[config.mk]
export PLATFORM = sky130hd
export DESIGN_NAME = ssf_front
export DESIGN_NICKNAME = d
export VERILOG_FILES = /design/src/rtl/ssf_pkg.sv /design/src/rtl/ssf_front.sv
export VERILOG_INCLUDE_DIRS = /design/src /design/src/rtl
export SDC_FILE = /design/constraint.sdc
export NUM_CORES = 1
export LEC_CHECK = 0
export BUFFER_PORTS_ARGS = -buffer_cell sky130_fd_sc_hd__clkbuf_2
export CAP_MARGIN = 20
export CORE_MARGIN = 1.5
export CORE_UTILIZATION = 55
export CTS_CLUSTER_SIZE = 25
export DETAILED_ROUTE_END_ITERATION = 8
export GPL_ROUTABILITY_DRIVEN = 0
export HOLD_SLACK_MARGIN = 0.1
export PLACE_DENSITY = 0.74
export SYNTH_ARGS = -nofsm -noshare
export SYNTH_HDL_FRONTEND = slang
export SYNTH_SLANG_ARGS = --single-unit
[constraint.sdc]
create_clock -name clk_sys -period 3.21 [get_ports clk_sys]
set_clock_uncertainty 0.05 [all_clocks]
set_input_delay 0.1605 -clock clk_sys [delete_from_list [all_inputs] [get_ports clk_sys]]
set_output_delay 0.1605 -clock clk_sys [all_outputs]
set_load 0.01 [all_outputs]
[src/rtl/ssf_cfg.svh]
// constants of the select/shift front end
// assumes inclusion by bare name from the package and modules
`ifndef SSF_CFG_SVH
`define SSF_CFG_SVH
`define SSF_BYTE_W 8
`define SSF_BIT_CNT_W 3
`define SSF_LAST_BIT 3'h7
`define SSF_PAGES 64
`define SSF_PAGE_BYTES 16
`define SSF_PAGE_W 6
`define SSF_IDX_W 4
`define SSF_ADDR_MSB_BIT 3
`define SSF_FIFO_DEPTH 8
`define SSF_BYTE_NO_W 2
`define SSF_BYTE_NO_ADDR 2'h1
`define SSF_BYTE_NO_DATA 2'h2
`endif

[src/rtl/ssf_pkg.sv]
// types of the select/shift front end
// assumes ssf_cfg.svh on the include path
`include "ssf_cfg.svh"
package ssf_pkg;
  // one received byte, flagged when it is the instruction byte
  typedef struct packed {
    logic first;
    logic [`SSF_BYTE_W-1:0] data;
  } ssf_rx_t;
  // array address: page index and byte within page
  typedef struct packed {
    logic [`SSF_PAGE_W-1:0] page;
    logic [`SSF_IDX_W-1:0] idx;
  } ssf_addr_t;
  // selection state, one-hot
  typedef enum logic [1:0] {
    SSF_IDLE = 2'h1,
    SSF_SEL = 2'h2
  } ssf_state_t;
endpackage

[src/rtl/ssf_front.sv]
// fifo and select/shift front end of a serial memory as spi target
// assumes one 100 MHz clk_sys, synchronous active-low rstn, pins asynchronous
//
// Summary of operation
// - sample data input on serial clock rise
// - change data output only after clock fall
// - select on select falling with clock low
// - deselect on select rising with clock low
// - release output at once when deselected
// - start deselected with output released
// - ignore select changes while clock high
// - array of 64 pages by 16 bytes; the address reaches only pages 0 to 31, top page bit held zero
// - respond only while selected, from select fall to select rise, both taken with clock low
// - shift bytes most significant bit first
// - first eight bits form instruction byte
`timescale 1ns/10ps
`include "ssf_cfg.svh"

module ssf_fifo #(
  parameter int WIDTH = 9,
  parameter int DEPTH = `SSF_FIFO_DEPTH
) (
  input wire logic clk_sys,
  input wire logic rstn,
  input wire logic [WIDTH-1:0] in_data,
  input wire logic in_valid,
  output logic in_ready,
  output logic [WIDTH-1:0] out_data,
  output logic out_valid,
  input wire logic out_ready
);
  localparam int PW = $clog2(DEPTH);
  logic [WIDTH-1:0] mem_q [DEPTH];
  logic [PW-1:0] wr_q, wr_d, rd_q, rd_d;
  logic [PW:0] cnt_q, cnt_d;
  logic push, pop;

  // pointer and fill count update
  always_comb begin
    push = in_valid && in_ready;
    pop = out_valid && out_ready;
    wr_d = push ? ((wr_q == PW'(DEPTH - 1)) ? '0 : wr_q + 1'b1) : wr_q;
    rd_d = pop ? ((rd_q == PW'(DEPTH - 1)) ? '0 : rd_q + 1'b1) : rd_q;
    cnt_d = cnt_q + (PW+1)'(push) - (PW+1)'(pop);
  end

  always_ff @(posedge clk_sys) begin
    if (!rstn) begin
      wr_q <= '0;
      rd_q <= '0;
      cnt_q <= '0;
    end else begin
      wr_q <= wr_d;
      rd_q <= rd_d;
      cnt_q <= cnt_d;
    end
  end

  // storage, no reset needed
  always_ff @(posedge clk_sys) begin
    if (push) begin
      mem_q[wr_q] <= in_data;
    end
  end

  assign in_ready = (cnt_q != (PW+1)'(DEPTH));
  assign out_valid = (cnt_q != '0);
  assign out_data = mem_q[rd_q];
endmodule // ssf_fifo

module ssf_front (
  input wire logic clk_sys,
  input wire logic rstn,
  input wire logic sck_i,
  input wire logic sel_n_i,
  input wire logic sdi_i,
  output logic sdo_o,
  output logic sdo_oe_n,
  output ssf_pkg::ssf_rx_t rx_data,
  output logic rx_valid,
  input wire logic rx_ready,
  input wire logic [`SSF_BYTE_W-1:0] tx_byte,
  output logic tx_take,
  output ssf_pkg::ssf_addr_t addr,
  output logic selected,
  output logic overflow
);
  import ssf_pkg::*;

  logic [2:0] sck_m_q, sel_m_q;
  logic [1:0] sdi_m_q;
  logic sck_p_q, sel_p_q;
  logic sck_s, sel_s, sdi_s, rise, fall, sel_fall, sel_rise;
  ssf_state_t st_q, st_d;
  logic [`SSF_BIT_CNT_W-1:0] bit_q, bit_d;
  logic [`SSF_BYTE_W-1:0] shin_q, shin_d, shout_q, shout_d, new_byte;
  logic [`SSF_BYTE_NO_W-1:0] bno_q, bno_d;
  logic amsb_q, amsb_d, sdo_q, sdo_d, oe_n_q, oe_n_d, take_q, take_d, ovf_q, ovf_d;
  ssf_addr_t addr_q, addr_d;
  logic byte_done, in_ready, push;
  ssf_rx_t item;

  // two-stage synchronisers; stage 2 feeds the logic, plus a history copy for clock and select only
  always_ff @(posedge clk_sys) begin
    if (!rstn) begin
      sck_m_q <= 3'h0;
      sel_m_q <= 3'h7;
      sdi_m_q <= 2'h0;
    end else begin
      sck_m_q <= {sck_m_q[1:0], sck_i};
      sel_m_q <= {sel_m_q[1:0], sel_n_i};
      sdi_m_q <= {sdi_m_q[0], sdi_i};
    end
  end

  // edges seen on the synchronised pins
  always_comb begin
    sck_s = sck_m_q[1];
    sel_s = sel_m_q[1];
    sdi_s = sdi_m_q[1];
    sck_p_q = sck_m_q[2];
    sel_p_q = sel_m_q[2];
    rise = sck_s && !sck_p_q;
    fall = !sck_s && sck_p_q;
    sel_fall = !sel_s && sel_p_q;
    sel_rise = sel_s && !sel_p_q;
  end

  // selection, shifting and address tracking
  always_comb begin
    st_d = st_q;
    bit_d = bit_q;
    shin_d = shin_q;
    shout_d = shout_q;
    bno_d = bno_q;
    amsb_d = amsb_q;
    addr_d = addr_q;
    sdo_d = sdo_q;
    take_d = 1'b0;
    ovf_d = ovf_q;
    new_byte = {shin_q[`SSF_BYTE_W-2:0], sdi_s};
    byte_done = 1'b0;
    // select edges honoured only with clock low
    if (!sck_s && sel_fall && st_q == SSF_IDLE) begin
      st_d = SSF_SEL;
      bit_d = '0;
      bno_d = '0;
      shout_d = '0;
      ovf_d = 1'b0;
    end else if (!sck_s && sel_rise) begin
      st_d = SSF_IDLE;
    end else if (st_q == SSF_SEL) begin
      if (rise) begin
        shin_d = new_byte;
        bit_d = bit_q + 1'b1;
        byte_done = (bit_q == `SSF_LAST_BIT);
      end
      if (fall) begin
        take_d = (bit_q == '0);
        sdo_d = (bit_q == '0) ? tx_byte[`SSF_BYTE_W-1] : shout_q[`SSF_BYTE_W-1];
        shout_d = (bit_q == '0) ? {tx_byte[`SSF_BYTE_W-2:0], 1'b0} : {shout_q[`SSF_BYTE_W-2:0], 1'b0};
      end
    end
    if (byte_done) begin
      if (bno_q == '0) begin
        amsb_d = new_byte[`SSF_ADDR_MSB_BIT];
      end else if (bno_q == `SSF_BYTE_NO_ADDR) begin
        // top page bit stays zero: only one address bit rides in the instruction
        addr_d = ssf_addr_t'({1'b0, amsb_q, new_byte});
      end else begin
        addr_d.idx = addr_q.idx + 1'b1;
      end
      if (bno_q != `SSF_BYTE_NO_DATA) begin
        bno_d = bno_q + 1'b1;
      end
      if (!in_ready) begin
        ovf_d = 1'b1;
      end
    end
    oe_n_d = (st_d != SSF_SEL) ? 1'b1 : (fall ? 1'b0 : oe_n_q);
  end

  always_ff @(posedge clk_sys) begin
    if (!rstn) begin
      st_q <= SSF_IDLE;
      oe_n_q <= 1'b1;
      bit_q <= '0;
      shin_q <= '0;
      shout_q <= '0;
      bno_q <= '0;
      amsb_q <= 1'b0;
      addr_q <= '0;
      sdo_q <= 1'b0;
      take_q <= 1'b0;
      ovf_q <= 1'b0;
    end else begin
      st_q <= st_d;
      oe_n_q <= oe_n_d;
      bit_q <= bit_d;
      shin_q <= shin_d;
      shout_q <= shout_d;
      bno_q <= bno_d;
      amsb_q <= amsb_d;
      addr_q <= addr_d;
      sdo_q <= sdo_d;
      take_q <= take_d;
      ovf_q <= ovf_d;
    end
  end

  // first completed byte is the instruction
  assign item = '{first: (bno_q == '0), data: new_byte};
  assign push = byte_done && in_ready;

  ssf_fifo #(.WIDTH($bits(ssf_rx_t)), .DEPTH(`SSF_FIFO_DEPTH)) u_fifo (
    .clk_sys(clk_sys),
    .rstn(rstn),
    .in_data(item),
    .in_valid(byte_done),
    .in_ready(in_ready),
    .out_data(rx_data),
    .out_valid(rx_valid),
    .out_ready(rx_ready)
  );

  assign sdo_o = sdo_q;
  assign sdo_oe_n = oe_n_q;
  assign tx_take = take_q;
  assign addr = addr_q;
  assign selected = st_q[1]; // one-hot bit of the selected state
  assign overflow = ovf_q;

  // check helper: rises counted since selection, held at 8
  logic [3:0] nrise_q, nrise_d;
  always_comb begin
    nrise_d = nrise_q;
    if (st_q == SSF_IDLE && st_d == SSF_SEL) begin
      nrise_d = 4'h0;
    end else if (rise && st_q == SSF_SEL && nrise_q != 4'h8) begin
      nrise_d = nrise_q + 4'h1;
    end
  end

  always_ff @(posedge clk_sys) begin
    if (!rstn) begin
      nrise_q <= 4'h0;
    end else begin
      nrise_q <= nrise_d;
    end
  end
endmodule // ssf_front

After elaboration in Yosys (flattened, before gate mapping)
Memory sizes are Yosys's and may differ from the RTL's. A register that Yosys moved wholly into a read port is not among the register bits.
Cells that the tools add are included.
- bits in registers: 54
- latch bits: 0
- bits in writable memories: 72
- memory bits (read-only): 0
- bits of input ports: 14
- output and inout bits: 25
- word-level logic and storage cells: 88
- memories kept: 1
- add/sub/neg operators: 7
- multipliers: 0
- div/mod/pow operators: 0
- $lt $le $gt $ge: 0
- equal/unequal tests: 9
- shifts and indexed selects: 0
- multiplexer cells: 21
- bitwise operators: 6
- reductions and logical operators: 26
- memories (memory ; depth ; bits a word ; read ports ; clocked after Yosys merged registers in ; write ports ; RTL line ; text):
    u_fifo.mem_q ; 8 ; 9 ; 1 ; 1 ; 1 ; ssf_front.sv:33 ; logic [WIDTH-1:0] mem_q [DEPTH];
- operator list (cell ; count):
    $mux W3 ; 4
    $mux W1 ; 10
    $mux W2 ; 5
    $add A3 B1 Y3 const B ; 3
    $eq A3 B3 Y1 const B ; 3
    $logic_and A1 B1 Y1 ; 9
    $reduce_and A3 Y1 ; 3
    $mux W8 ; 1
    $reduce_and A4 Y1 ; 2
    $not A1 Y1 ; 6
    $reduce_or A5 Y1 ; 1
    $add A4 B1 Y4 ; 1
    $add A4 B1 Y4 const B ; 1
    $eq A2 B1 Y1 const B ; 2
    $logic_not A1 Y1 ; 4
    $mux W4 ; 1
    $ne A2 B2 Y1 const B ; 2
    $ne A4 B4 Y1 const B ; 1
    $reduce_and A2 Y1 ; 2
    $reduce_bool A4 Y1 ; 1
    $reduce_or A2 Y1 ; 2
    $sub A4 B1 Y4 ; 1
    $logic_not A3 Y1 ; 1
    $add A2 B1 Y2 const B ; 1
    2 further kinds ; 2

Logic depth before layout (Yosys ltp)
Gate-level depths: netlist (run 1).
- depth after elaboration: 9
- gate-level depth with buffers: 11
- gate-level depth less buffers: 11

Modules after synthesis
A second synthesis (run 1) with hierarchy kept.
- cell total of the unflattened synthesis: 378
- area, all modules: 5277.6 µm²
- modules (own cells, without submodules) (module ; instances ; cells each ; area each (µm²) ; sequential area each (µm²)):
    ssf_fifo ; 1 ; 181 ; 3475.8 ; 2422.3
    ssf_front ; 1 ; 197 ; 1801.7 ; 860.8

Worst setup path after synthesis (run 1)
OpenSTA, ideal clock, no wires.
- path kind: reg-to-reg
- start point: register bit_q[0]
- end point: memory u_fifo.mem_q[0][0], enable pin
- library setup time: 0.399 ns
- arrival: 1.925 ns
- required time: 2.761 ns
- setup slack: 0.836 ns
- cell stages (with the launch flop): 6
- path buffers: 1
- period minus slack after synthesis: 2.374 ns
- cells stage by stage: dfxtp_1 ha_1 ha_1 clkbuf_1 nand3_1 nor4_1
- cells in the longest elaborated chain, start to end: 8
- RTL lines (element ; RTL line ; text):
    from (decl) ; ssf_front.sv:95 ; logic [`SSF_BIT_CNT_W-1:0] bit_q, bit_d;
    from (signal assigned) ; ssf_front.sv:199 ; bit_q <= bit_d;
    $eq A3 B3 Y1 (no source line) ; n/a ;
    $mux W1 ; ssf_front.sv:153 ; if (rise) begin
    $mux W1 ; ssf_front.sv:152 ; end else if (st_q == SSF_SEL) begin
    $mux W1 ; ssf_front.sv:150 ; end else if (!sck_s && sel_rise) begin
    $mux W1 ; ssf_front.sv:144 ; if (!sck_s && sel_fall && st_q == SSF_IDLE) begin
    $logic_and A1 B1 Y1 ; ssf_front.sv:40 ; push = in_valid && in_ready;
    $mux W1 ; ssf_front.sv:61 ; if (push) begin
    $mux W1 (not written as such) ; ssf_front.sv:62 ; mem_q[wr_q] <= in_data;
    to (decl) ; ssf_front.sv:33 ;
No other way between the ends.

Worst setup path in the final report (run 1)
- start point: register u_fifo.cnt_q[2]
- end point: register u_fifo.cnt_q[2]
- elaborated cells between the ends (all ways): 6
- classes of those cells: 2 x add/sub; 1 x eq/ne; 3 x reduce/logical
- RTL lines (element ; RTL line ; text):
    from (decl) ; ssf_front.sv:35 ; logic [PW:0] cnt_q, cnt_d;
    from (signal assigned) ; ssf_front.sv:55 ; cnt_q <= cnt_d;
    $reduce_bool A4 Y1 ; ssf_front.sv:67 ; assign out_valid = (cnt_q != '0);
    $logic_and A1 B1 Y1 ; ssf_front.sv:41 ; pop = out_valid && out_ready;
    named net u_fifo.pop ; ssf_front.sv:36 ; logic push, pop;
    $sub A4 B1 Y4 ; ssf_front.sv:44 ; cnt_d = cnt_q + (PW+1)'(push) - (PW+1)'(pop);
The timed path passes the listed nets, and every way through them passes these cells.
A chain may end at the register's enable or synchronous reset.

==> results.txt, run 1 <==
Status: completed
Iteration-0 DRC Markers: 242
Die area: 10,300 um2
Tmin final: 2.476 ns
Clock Tree Root: clkbuf_8
CP cell instances: inv_1 -> ha_1 -> nor3b_1 -> nor2_1 -> ha_1 -> inv_1 -> ha_1 -> inv_1 -> fa_1 -> xor2_1 -> nor2_1
Cts hold-fix bufs: 12
Mean Syn Cell Area: 13.85 um2
Via count: 3,258
Register clock-pin slew on the reported worst setup and hold paths: 0.06 ns
Port buffer count: 37
Hold path cells: 2
Clock Latency Late Sink: 0.50 ns
R2R depth: 11
Overflow after GRT: 0
TritonCTS clock tree: yes
Vias in the first global route: 3,237
Die X: 101.5 um
Critical Path Max Stage Delay: 0.53 ns
TNS Setup: 0 ns
Register area share after synthesis: 0.6155
Worst min path class: in2reg
Core area: 9328 um2
Crit path buffers/inverters: 3
Worst-Margin Slew: 0.9774 ns
Max-slew violation count: 0
Total CTS buffers: 17
Max-Cap Viols: 0
Post-synth EDFFs: 72
CP max FO: 6
Rel. slew slack: 0.3471
Clock Sinks: 128
Final worst setup slack: 0.7337 ns
# IOs: 39
PwrDens: 683.6 nW/um2
Fin area: 6415 um2
Total global routing track utilization: 0.2151
Synth warn: 0
Syn Inst Count: 385
Detail Route Antenna Nets: 0
Fillcell total: 656
WHS: 0.1625 ns
DRT Wirelength: 10,010 um
Post-detail-place hpwl: 6072 um
Footprint of the multi-input gates: 1874 um2
P&R area growth vs syn: 20.27%
Fin crit share: 0.7714
Antenna cells: 0
Most frequent cells in the layout: 72 x edfxtp_1, 56 x dfxtp_1, 41 x nand2_1
Crit path max-delay family: adder cells
Post-CTS Setup Repair Bufs: 0
Share of cells above drive strength 1: 0.2057
Worst VDD drop: 432.9 uV
Synth area leaders: edfxtp_1 41%, dfxtp_1 21%, mux4_1 8.9%
WL per Instance: 17.07 um
Setup-failing EPs final: 0
Initial antenna violation count: 0
Vias per inst: 5.560
Startpoint Class: flip-flop
TritonRoute pass-1 iters: 4
Arrival time worst endpoint: 2.80 ns
DRC errors left: 0
Initial core utilization: 0.5718
First-pass GRT wire length: 16,470 um
Site Rows: 35
Pin count of the biggest net entering global routing: 36
Most common cell after layout, fill and taps aside: edfxtp_1
DP Area: 5650 um2
Synth Flop Type: edfxtp_1
Synth cell types: 57
Htree depth: 4
Slowest-stage cell, CP: nor3b_1
Dpl ws: 0.7285 ns
Vert. Die Dim: 101.5 um
Critical Path RT: 3.54 ns
Yosys top cell area share: 0.4053
Longest Clk Path Bufs: 2
Mapped cell area: 5334 um2
# nets final: 473
Unrepaired setup endpoints after global routing: false
CTS resizes: 0
Area leader, netlist: edfxtp_1
Worst Setup End Kind: flip-flop
Seq. cell area: 3283 um2
Mapped Nets: 414
Async SR Flop Fraction: 0
Pwr Total: 4.385 mW
Crit path kind: reg2reg
Max Freq: 403.8 MHz
Final hold vios: 0
CP Depth: 11
Yosys reg bits: 128
Lkg Pwr: 2.402 nW
## report_power, final
group | switching (mW) | internal [mW]
sequential | 0.0469 | 1.76
clock | 0.721 | 1.35
combinational | 0.237 | 0.271
total | 1.00 | 3.38
## worst register-to-register path, stage by stage (launching register included)
cell	delay (ns)
dfxtp_1	0.29
inv_1	0.09
ha_1	0.15
nor3b_1	0.53
nor2_1	0.09
ha_1	0.31
inv_1	0.06
ha_1	0.16
inv_1	0.06
fa_1	0.37
xor2_1	0.15
nor2_1	0.05
## metal layers
metal / track usage / share of wire / wire length [um] / up-vias
met3: 0.05314 / 0.048 / 476 / 12
met5: 0 / 0 / 0 / -
li1: - / - / - / 1567
met2: 0.3634 / 0.51 / 5132 / 84
met1: 0.2675 / 0.43 / 4270 / 1595
met4: 0.08547 / 0.012 / 125 / 0
## synth_stat cells (2+ instances only)
master     instances
a211oi_1           7
a21oi_1           22
and2_1             6
buf_1              2
buf_2              7
clkbuf_1           7
dfxtp_1           56
edfxtp_1          72
ha_1              14
inv_1             16
mux2_2            10
mux2i_1           18
mux4_1            18
nand2_1           41
nand2b_1          10
nand3_1            4
nand3b_1           2
nand4_1            2
nand4b_1           2
nand4bb_1          2
nor2_1             9
nor2b_1            6
nor3_1             5
nor3b_1            2
o21a_1             2
o21ai_0            9
o31ai_1            2
o32ai_1            2
or3_1              2
## layout make-up
| type | instances | share of cell area |
|---|---|---|
| Multi-Input combinational cell | 220 | 0.2922 |
| Timing Repair Buffer | 60 | 0.06046 |
| Tap cell | 129 | 0.02516 |
| Clock buffer | 17 | 0.06456 |
| Inverter | 17 | 0.009947 |
| Clock inverter | 15 | 0.03589 |
| Sequential cell | 128 | 0.5118 |
## sequential cells by signal, indices dropped and copies added, names as in the netlist, 2 cells and up, named ones only
signal / count
u_fifo.rd_q: 3
shin_q: 7
u_fifo.mem_q: 72
bit_q: 3
sdi_m_q: 2
u_fifo.cnt_q: 4
sck_m_q: 3
sel_m_q: 3
st_q: 2
bno_q: 2
addr: 9
shout_q: 7
u_fifo.wr_q: 3
## worst paths after layout
path / start / end / slack (ns)
worst min-delay path: rstn / st_q[0] / 0.16
worst min register to register: sel_m_q[0] / sel_m_q[1] / 0.37
worst max-delay path: u_fifo.cnt_q[2] / u_fifo.cnt_q[2] / 0.73
worst max register to register: u_fifo.cnt_q[2] / u_fifo.cnt_q[2] / 0.73
## through the flow
| stage | std cells | util |
|---|---|---|
| after global routing | 586 | 0.6877 |
| final | 586 | 0.6877 |
| after detailed placement | 542 | 0.6058 |
| after CTS | 586 | 0.6877 |
| after floorplan | 385 | - |
| after global placement | 542 | 0.6058 |
## logic make-up after synthesis
logic type / count (synthesis) / share of synthesized area
AO/OA/AOI/OAI: 57 / 0.06850
XOR/XNOR: 1 / 0.001642
adder cells (fa/ha/maj): 15 / 0.03659
buffers and inverters: 37 / 0.03308
flip-flops: 128 / 0.6155
multiplexers: 46 / 0.1436
other: 1 / 0.0007031
AND/OR/NAND/NOR: 100 / 0.1004
No activity file was read; power rests on OpenSTA's default activity.
==> run 2, diff against run 1 <==
==> constraint.sdc (replaced) <==
create_clock -name clk_sys -period 2.5 [get_ports clk_sys]
set_clock_uncertainty 0.05 [all_clocks]
set_input_delay 0.125 -clock clk_sys [delete_from_list [all_inputs] [get_ports clk_sys]]
set_output_delay 0.125 -clock clk_sys [all_outputs]
set_load 0.01 [all_outputs]
==> results.txt, run 2 (synthesis results as in run 1) <==
Status: completed
Total global routing track utilization: 0.2148
Detail Route Antenna Nets: 0
Largest register by flop count: u_fifo.mem_q
Clock Tree Root: clkbuf_8
Core area: 9328 um2
TritonCTS clock tree: yes
Post-detail-place hpwl: 6182 um
# IOs: 39
Pin count of the biggest net entering global routing: 35
Die X: 101.5 um
Setup-failing EPs final: 0
Critical Path Max Stage Delay: 0.61 ns
Worst Setup End Kind: output port
Crit path buffers/inverters: 2
Fillcell total: 634
DRC errors left: 0
Vias in the first global route: 3,363
Max FFs per register: 72
P&R area growth vs syn: 21.39%
Rel. slew slack: 0.5606
Crit path max-delay family: multiplexers
Worst-Margin Slew: 0.6567 ns
# nets final: 483
Critical Path RT: 2.33 ns
Final hold vios: 0
DRT Wirelength: 9950 um
WL per Instance: 16.69 um
Initial antenna violation count: 0
Fin crit share: 0.9287
Worst min path class: reg2reg
Most frequent cells in the layout: 72 x edfxtp_1, 56 x dfxtp_1, 41 x nand2_1
Lkg Pwr: 2.439 nW
Tmin final: 2.322 ns
Vias per inst: 5.502
PwrDens: 847.0 nW/um2
Site Rows: 35
Initial core utilization: 0.5718
Total CTS buffers: 17
Max-slew violation count: 0
Post-CTS Setup Repair Bufs: 0
Share of cells above drive strength 1: 0.2163
Most common cell after layout, fill and taps aside: edfxtp_1
TNS Setup: 0 ns
Slowest-stage cell, CP: mux4_1
TritonRoute pass-1 iters: 5
Max Freq: 430.7 MHz
Via count: 3,279
CP max FO: 18
Htree depth: 4
Max-Cap Viols: 0
Arrival time worst endpoint: 2.15 ns
Util after Layout: 0.6942
Unrepaired setup endpoints after global routing: false
Overflow after GRT: 0
Worst VDD drop: 539.5 uV
Clock Latency Late Sink: 0.51 ns
Antenna cells: 0
Vert. Die Dim: 101.5 um
Crit path kind: reg2out
Port buffer count: 37
Clock Sinks: 128
CP cell instances: buf_4 -> mux4_1 -> mux2_2 -> clkbuf_2
Longest Clk Path Bufs: 2
Die area: 10,300 um2
Register clock-pin slew on the reported worst setup and hold paths: 0.06 ns
Startpoint Class: flip-flop
First-pass GRT wire length: 16,370 um
Iteration-0 DRC Markers: 156
## run 2: cell count changes in the layout (fill, tap and decap cells not counted)
| cell | change |
|---|---|
| buf_4 | +5 |
| bufinv_16 | -1 |
| clkinv_2 | +4 |
| clkinv_4 | -1 |
| clkinvlp_4 | +1 |
| dlygate4sd3_1 | +5 |
| inv_6 | -3 |
| nand3_1 | -1 |
| nand3_2 | +1 |
| nor3b_1 | -1 |
| nor3b_2 | +1 |
## run 2: through the flow
step	std cells	power, mW	worst slack, ns	area, um2	hold slack [ns]
floorplan	385	2.875	0.1261	5334	0.1765
global placement	547	2.989	0.2066	5688	0.2595
detailed placement	547	3.019	0.08255	5688	0.2764
CTS	596	5.528	0.05323	6465	0.3538
global route	596	5.707	0.08504	6475	0.3959
finish	596	5.484	0.1783	6475	0.3784
## run 2: worst register-to-register path: stages (launching register included)
cell and delay (ns):
dfxtp_1 0.29, inv_1 0.09, ha_1 0.14, or3b_2 0.50, nand3_2 0.15, inv_1 0.13
ha_1 0.24, inv_1 0.07, fa_1 0.41, nor2_1 0.10
## run 2: power by group
part           switching (mW)  total, mW  internal (mW)
clock network           0.880       2.49           1.61
registers              0.0420       2.30           2.26
logic                   0.330      0.692          0.362
## run 2: repair_timing
| item | 4_1_cts | 5_1_grt |
|---|---|---|
| hold buffers | 17 | 0 |
| hold endpoints to repair | 42 | 0 |
| resized for setup | 0 | 2 |
| setup endpoints to repair | 0 | 3 |
## run 2: area by class of cell
type / count / area [um2] / area share
Multi-Input combinational cell: 220 / 1884 / 0.2910
Clock buffer: 17 / 414.1 / 0.06396
Clock inverter: 15 / 192.7 / 0.02976
Timing Repair Buffer: 70 / 475.5 / 0.07343
Tap cell: 129 / 161.4 / 0.02493
Sequential cell: 128 / 3283 / 0.5071
Inverter: 17 / 63.81 / 0.009855
## run 2: final timing paths
path	startpoint	endpoint	slack, ns	cells after the start
max	flip-flop	rx_data[0]	0.18	4
min	sel_m_q[0]	sel_m_q[1]	0.38	1
max reg2reg	u_fifo.cnt_q[2]	u_fifo.cnt_q[1]	0.27	9
min reg2reg	sel_m_q[0]	sel_m_q[1]	0.38	1
## run 2: routing by layer
metal	part of all wire	track usage	wire length, um
met2	0.52	0.3738	5134
met3	0.036	0.05659	356
met4	0.013	0.07906	127
met5	0	0	0
met1	0.44	0.2580	4331
==> run 3, diff against run 2 <==
--- a/config.mk
+++ b/config.mk
@@ -6,15 +6,17 @@
 export SDC_FILE = /design/constraint.sdc
 export NUM_CORES = 1
 export LEC_CHECK = 0
-export BUFFER_PORTS_ARGS = -buffer_cell sky130_fd_sc_hd__clkbuf_2
+export BUFFER_PORTS_ARGS = -buffer_cell sky130_fd_sc_hd__buf_2
 export CAP_MARGIN = 20
+export CELL_PAD_IN_SITES_DETAIL_PLACEMENT = 1
+export CELL_PAD_IN_SITES_GLOBAL_PLACEMENT = 1
 export CORE_MARGIN = 1.5
-export CORE_UTILIZATION = 55
+export CORE_UTILIZATION = 50
 export CTS_CLUSTER_SIZE = 25
 export DETAILED_ROUTE_END_ITERATION = 8
 export GPL_ROUTABILITY_DRIVEN = 0
 export HOLD_SLACK_MARGIN = 0.1
-export PLACE_DENSITY = 0.74
+export PLACE_DENSITY_LB_ADDON = 0.1
 export SYNTH_ARGS = -nofsm -noshare
 export SYNTH_HDL_FRONTEND = slang
 export SYNTH_SLANG_ARGS = --single-unit
==> results.txt, run 3 (synthesis results as in run 1) <==
Crit path kind: reg2out
TritonCTS clock tree: yes
Worst min path class: in2reg
DRT Wirelength: 12,470 um
PwrDens: 871.9 nW/um2
Max-slew violation count: 0
Worst Setup End Kind: output port
Clock Sinks: 128
Tmin final: 2.386 ns
Most common cell after layout, fill and taps aside: edfxtp_1
Antenna cells: 0
Fin area: 6477 um2
Setup-failing EPs final: 0
Initial antenna violation count: 0
Post-detail-place hpwl: 7611 um
Max FFs per register: 72
Arrival time worst endpoint: 2.21 ns
Status: completed
Clock Latency Late Sink: 0.53 ns
M3 GR Usage: 0.06683
P&R area growth vs syn: 21.44%
Lkg Pwr: 2.440 nW
Met1 Use GR: 0.2852
Via count: 3,380
Initial core utilization: 0.5167
DP Area: 5689 um2
Site Rows: 37
Total global routing track utilization: 0.2432
CP cell instances: buf_4 -> mux4_1 -> mux2_2 -> buf_2
DP Cell Count: 553
Rel. slew slack: 0.3244
Port buffer count: 37
Vert. Die Dim: 106.3 um
Vias per inst: 5.624
Pwr Total: 5.648 mW
Largest register by flop count: u_fifo.mem_q
Share of cells above drive strength 1: 0.2129
CP max FO: 18
TNS Setup: 0 ns
Unrepaired setup endpoints after global routing: false
Total CTS buffers: 17
Final hold vios: 0
Post-Layout Cell Count: 601
Most frequent cells in the layout: 72 x edfxtp_1, 56 x dfxtp_1, 41 x nand2_1
Fin crit share: 0.9544
Longest Clk Path Bufs: 2
Startpoint Class: flip-flop
Overflow after GRT: 0
Vias in the first global route: 3,706
Max-Cap Viols: 0
Die area: 11,300 um2
WL per Instance: 20.74 um
Critical Path Max Stage Delay: 0.62 ns
Worst-Margin Slew: 1.011 ns
Detail Route Antenna Nets: 0
Grt peak-use layer: met2
Met2 usage: 0.4226
# nets final: 481
Die X: 106.3 um
Pin count of the biggest net entering global routing: 35
Critical Path RT: 2.33 ns
First-pass GRT wire length: 20,010 um
Worst VDD drop: 479.8 uV
TritonRoute pass-1 iters: 4
DRC errors left: 0
Clock Tree Root: clkbuf_8
# IOs: 39
Post-CTS Setup Repair Bufs: 0
Util after Layout: 0.6274
Iteration-0 DRC Markers: 179
Core area: 10,320 um2
Htree depth: 4
Max Freq: 419.1 MHz
Register clock-pin slew on the reported worst setup and hold paths: 0.06 ns
Slowest-stage cell, CP: mux4_1
-- run 3: cell count changes in the layout (fill, tap and decap cells not counted), moves of 2 or more --
cell and change:
clkinv_4 +3, clkbuf_2 -37, clkinv_2 -4, inv_6 +2, buf_2 +37
-- run 3: what timing repair did --
action | CTS | global route
endpoints found under the hold margin | 45 | 0
hold buffers | 16 | 0
resized for setup | 1 | 0
setup endpoints to repair | 1 | 0
-- run 3: final cells by class --
cell class	instances	area, um2
Sequential cell	128	3283
Tap cell	136	170.2
Multi-Input combinational cell	220	1879
Clock buffer	18	417.9
Timing Repair Buffer	68	457.9
Clock inverter	14	205.2
Inverter	17	63.81
Fill cell	993	3846
-- run 3: path summary, 6_finish.rpt --
kind | start | cells after the start | end | slack, ns
max reg2reg | u_fifo.cnt_q[2] | 9 | u_fifo.cnt_q[1] | 0.14
min | sck_i | 3 | sck_m_q[0] | 0.29
min reg2reg | sel_m_q[0] | 1 | sel_m_q[1] | 0.36
max | flip-flop | 4 | rx_data[8] | 0.11
-- run 3: stage by stage --
| stage | worst slack, ns | hold slack (ns) |
|---|---|---|
| floorplan | 0.1261 | 0.1765 |
| global placement | 0.1698 | 0.2628 |
| detailed placement | -0.02618 | 0.2623 |
| CTS | 0.06350 | 0.2734 |
| global route | 0.01559 | 0.3149 |
| finish | 0.1139 | 0.2945 |
-- run 3: per-layer routing --
| metal | part of all wire | up-vias |
|---|---|---|
| met4 | 0.017 | 0 |
| li1 | - | 1583 |
| met3 | 0.031 | 18 |
| met2 | 0.53 | 61 |
| met1 | 0.43 | 1718 |
| met5 | 0 | - |
-- run 3: critical path, delay by kind of cell, from the launching register on --
kind	cells	cell delay [ns]
flops	1	0.32
buf+inv	2	0.44
mux	2	0.91
-- run 3: where the power goes --
part | total [mW] | switching [mW] | internal (mW)
Combinational | 0.718 | 0.348 | 0.370
Sequential | 2.31 | 0.0554 | 2.26
Clock | 2.62 | 0.980 | 1.64
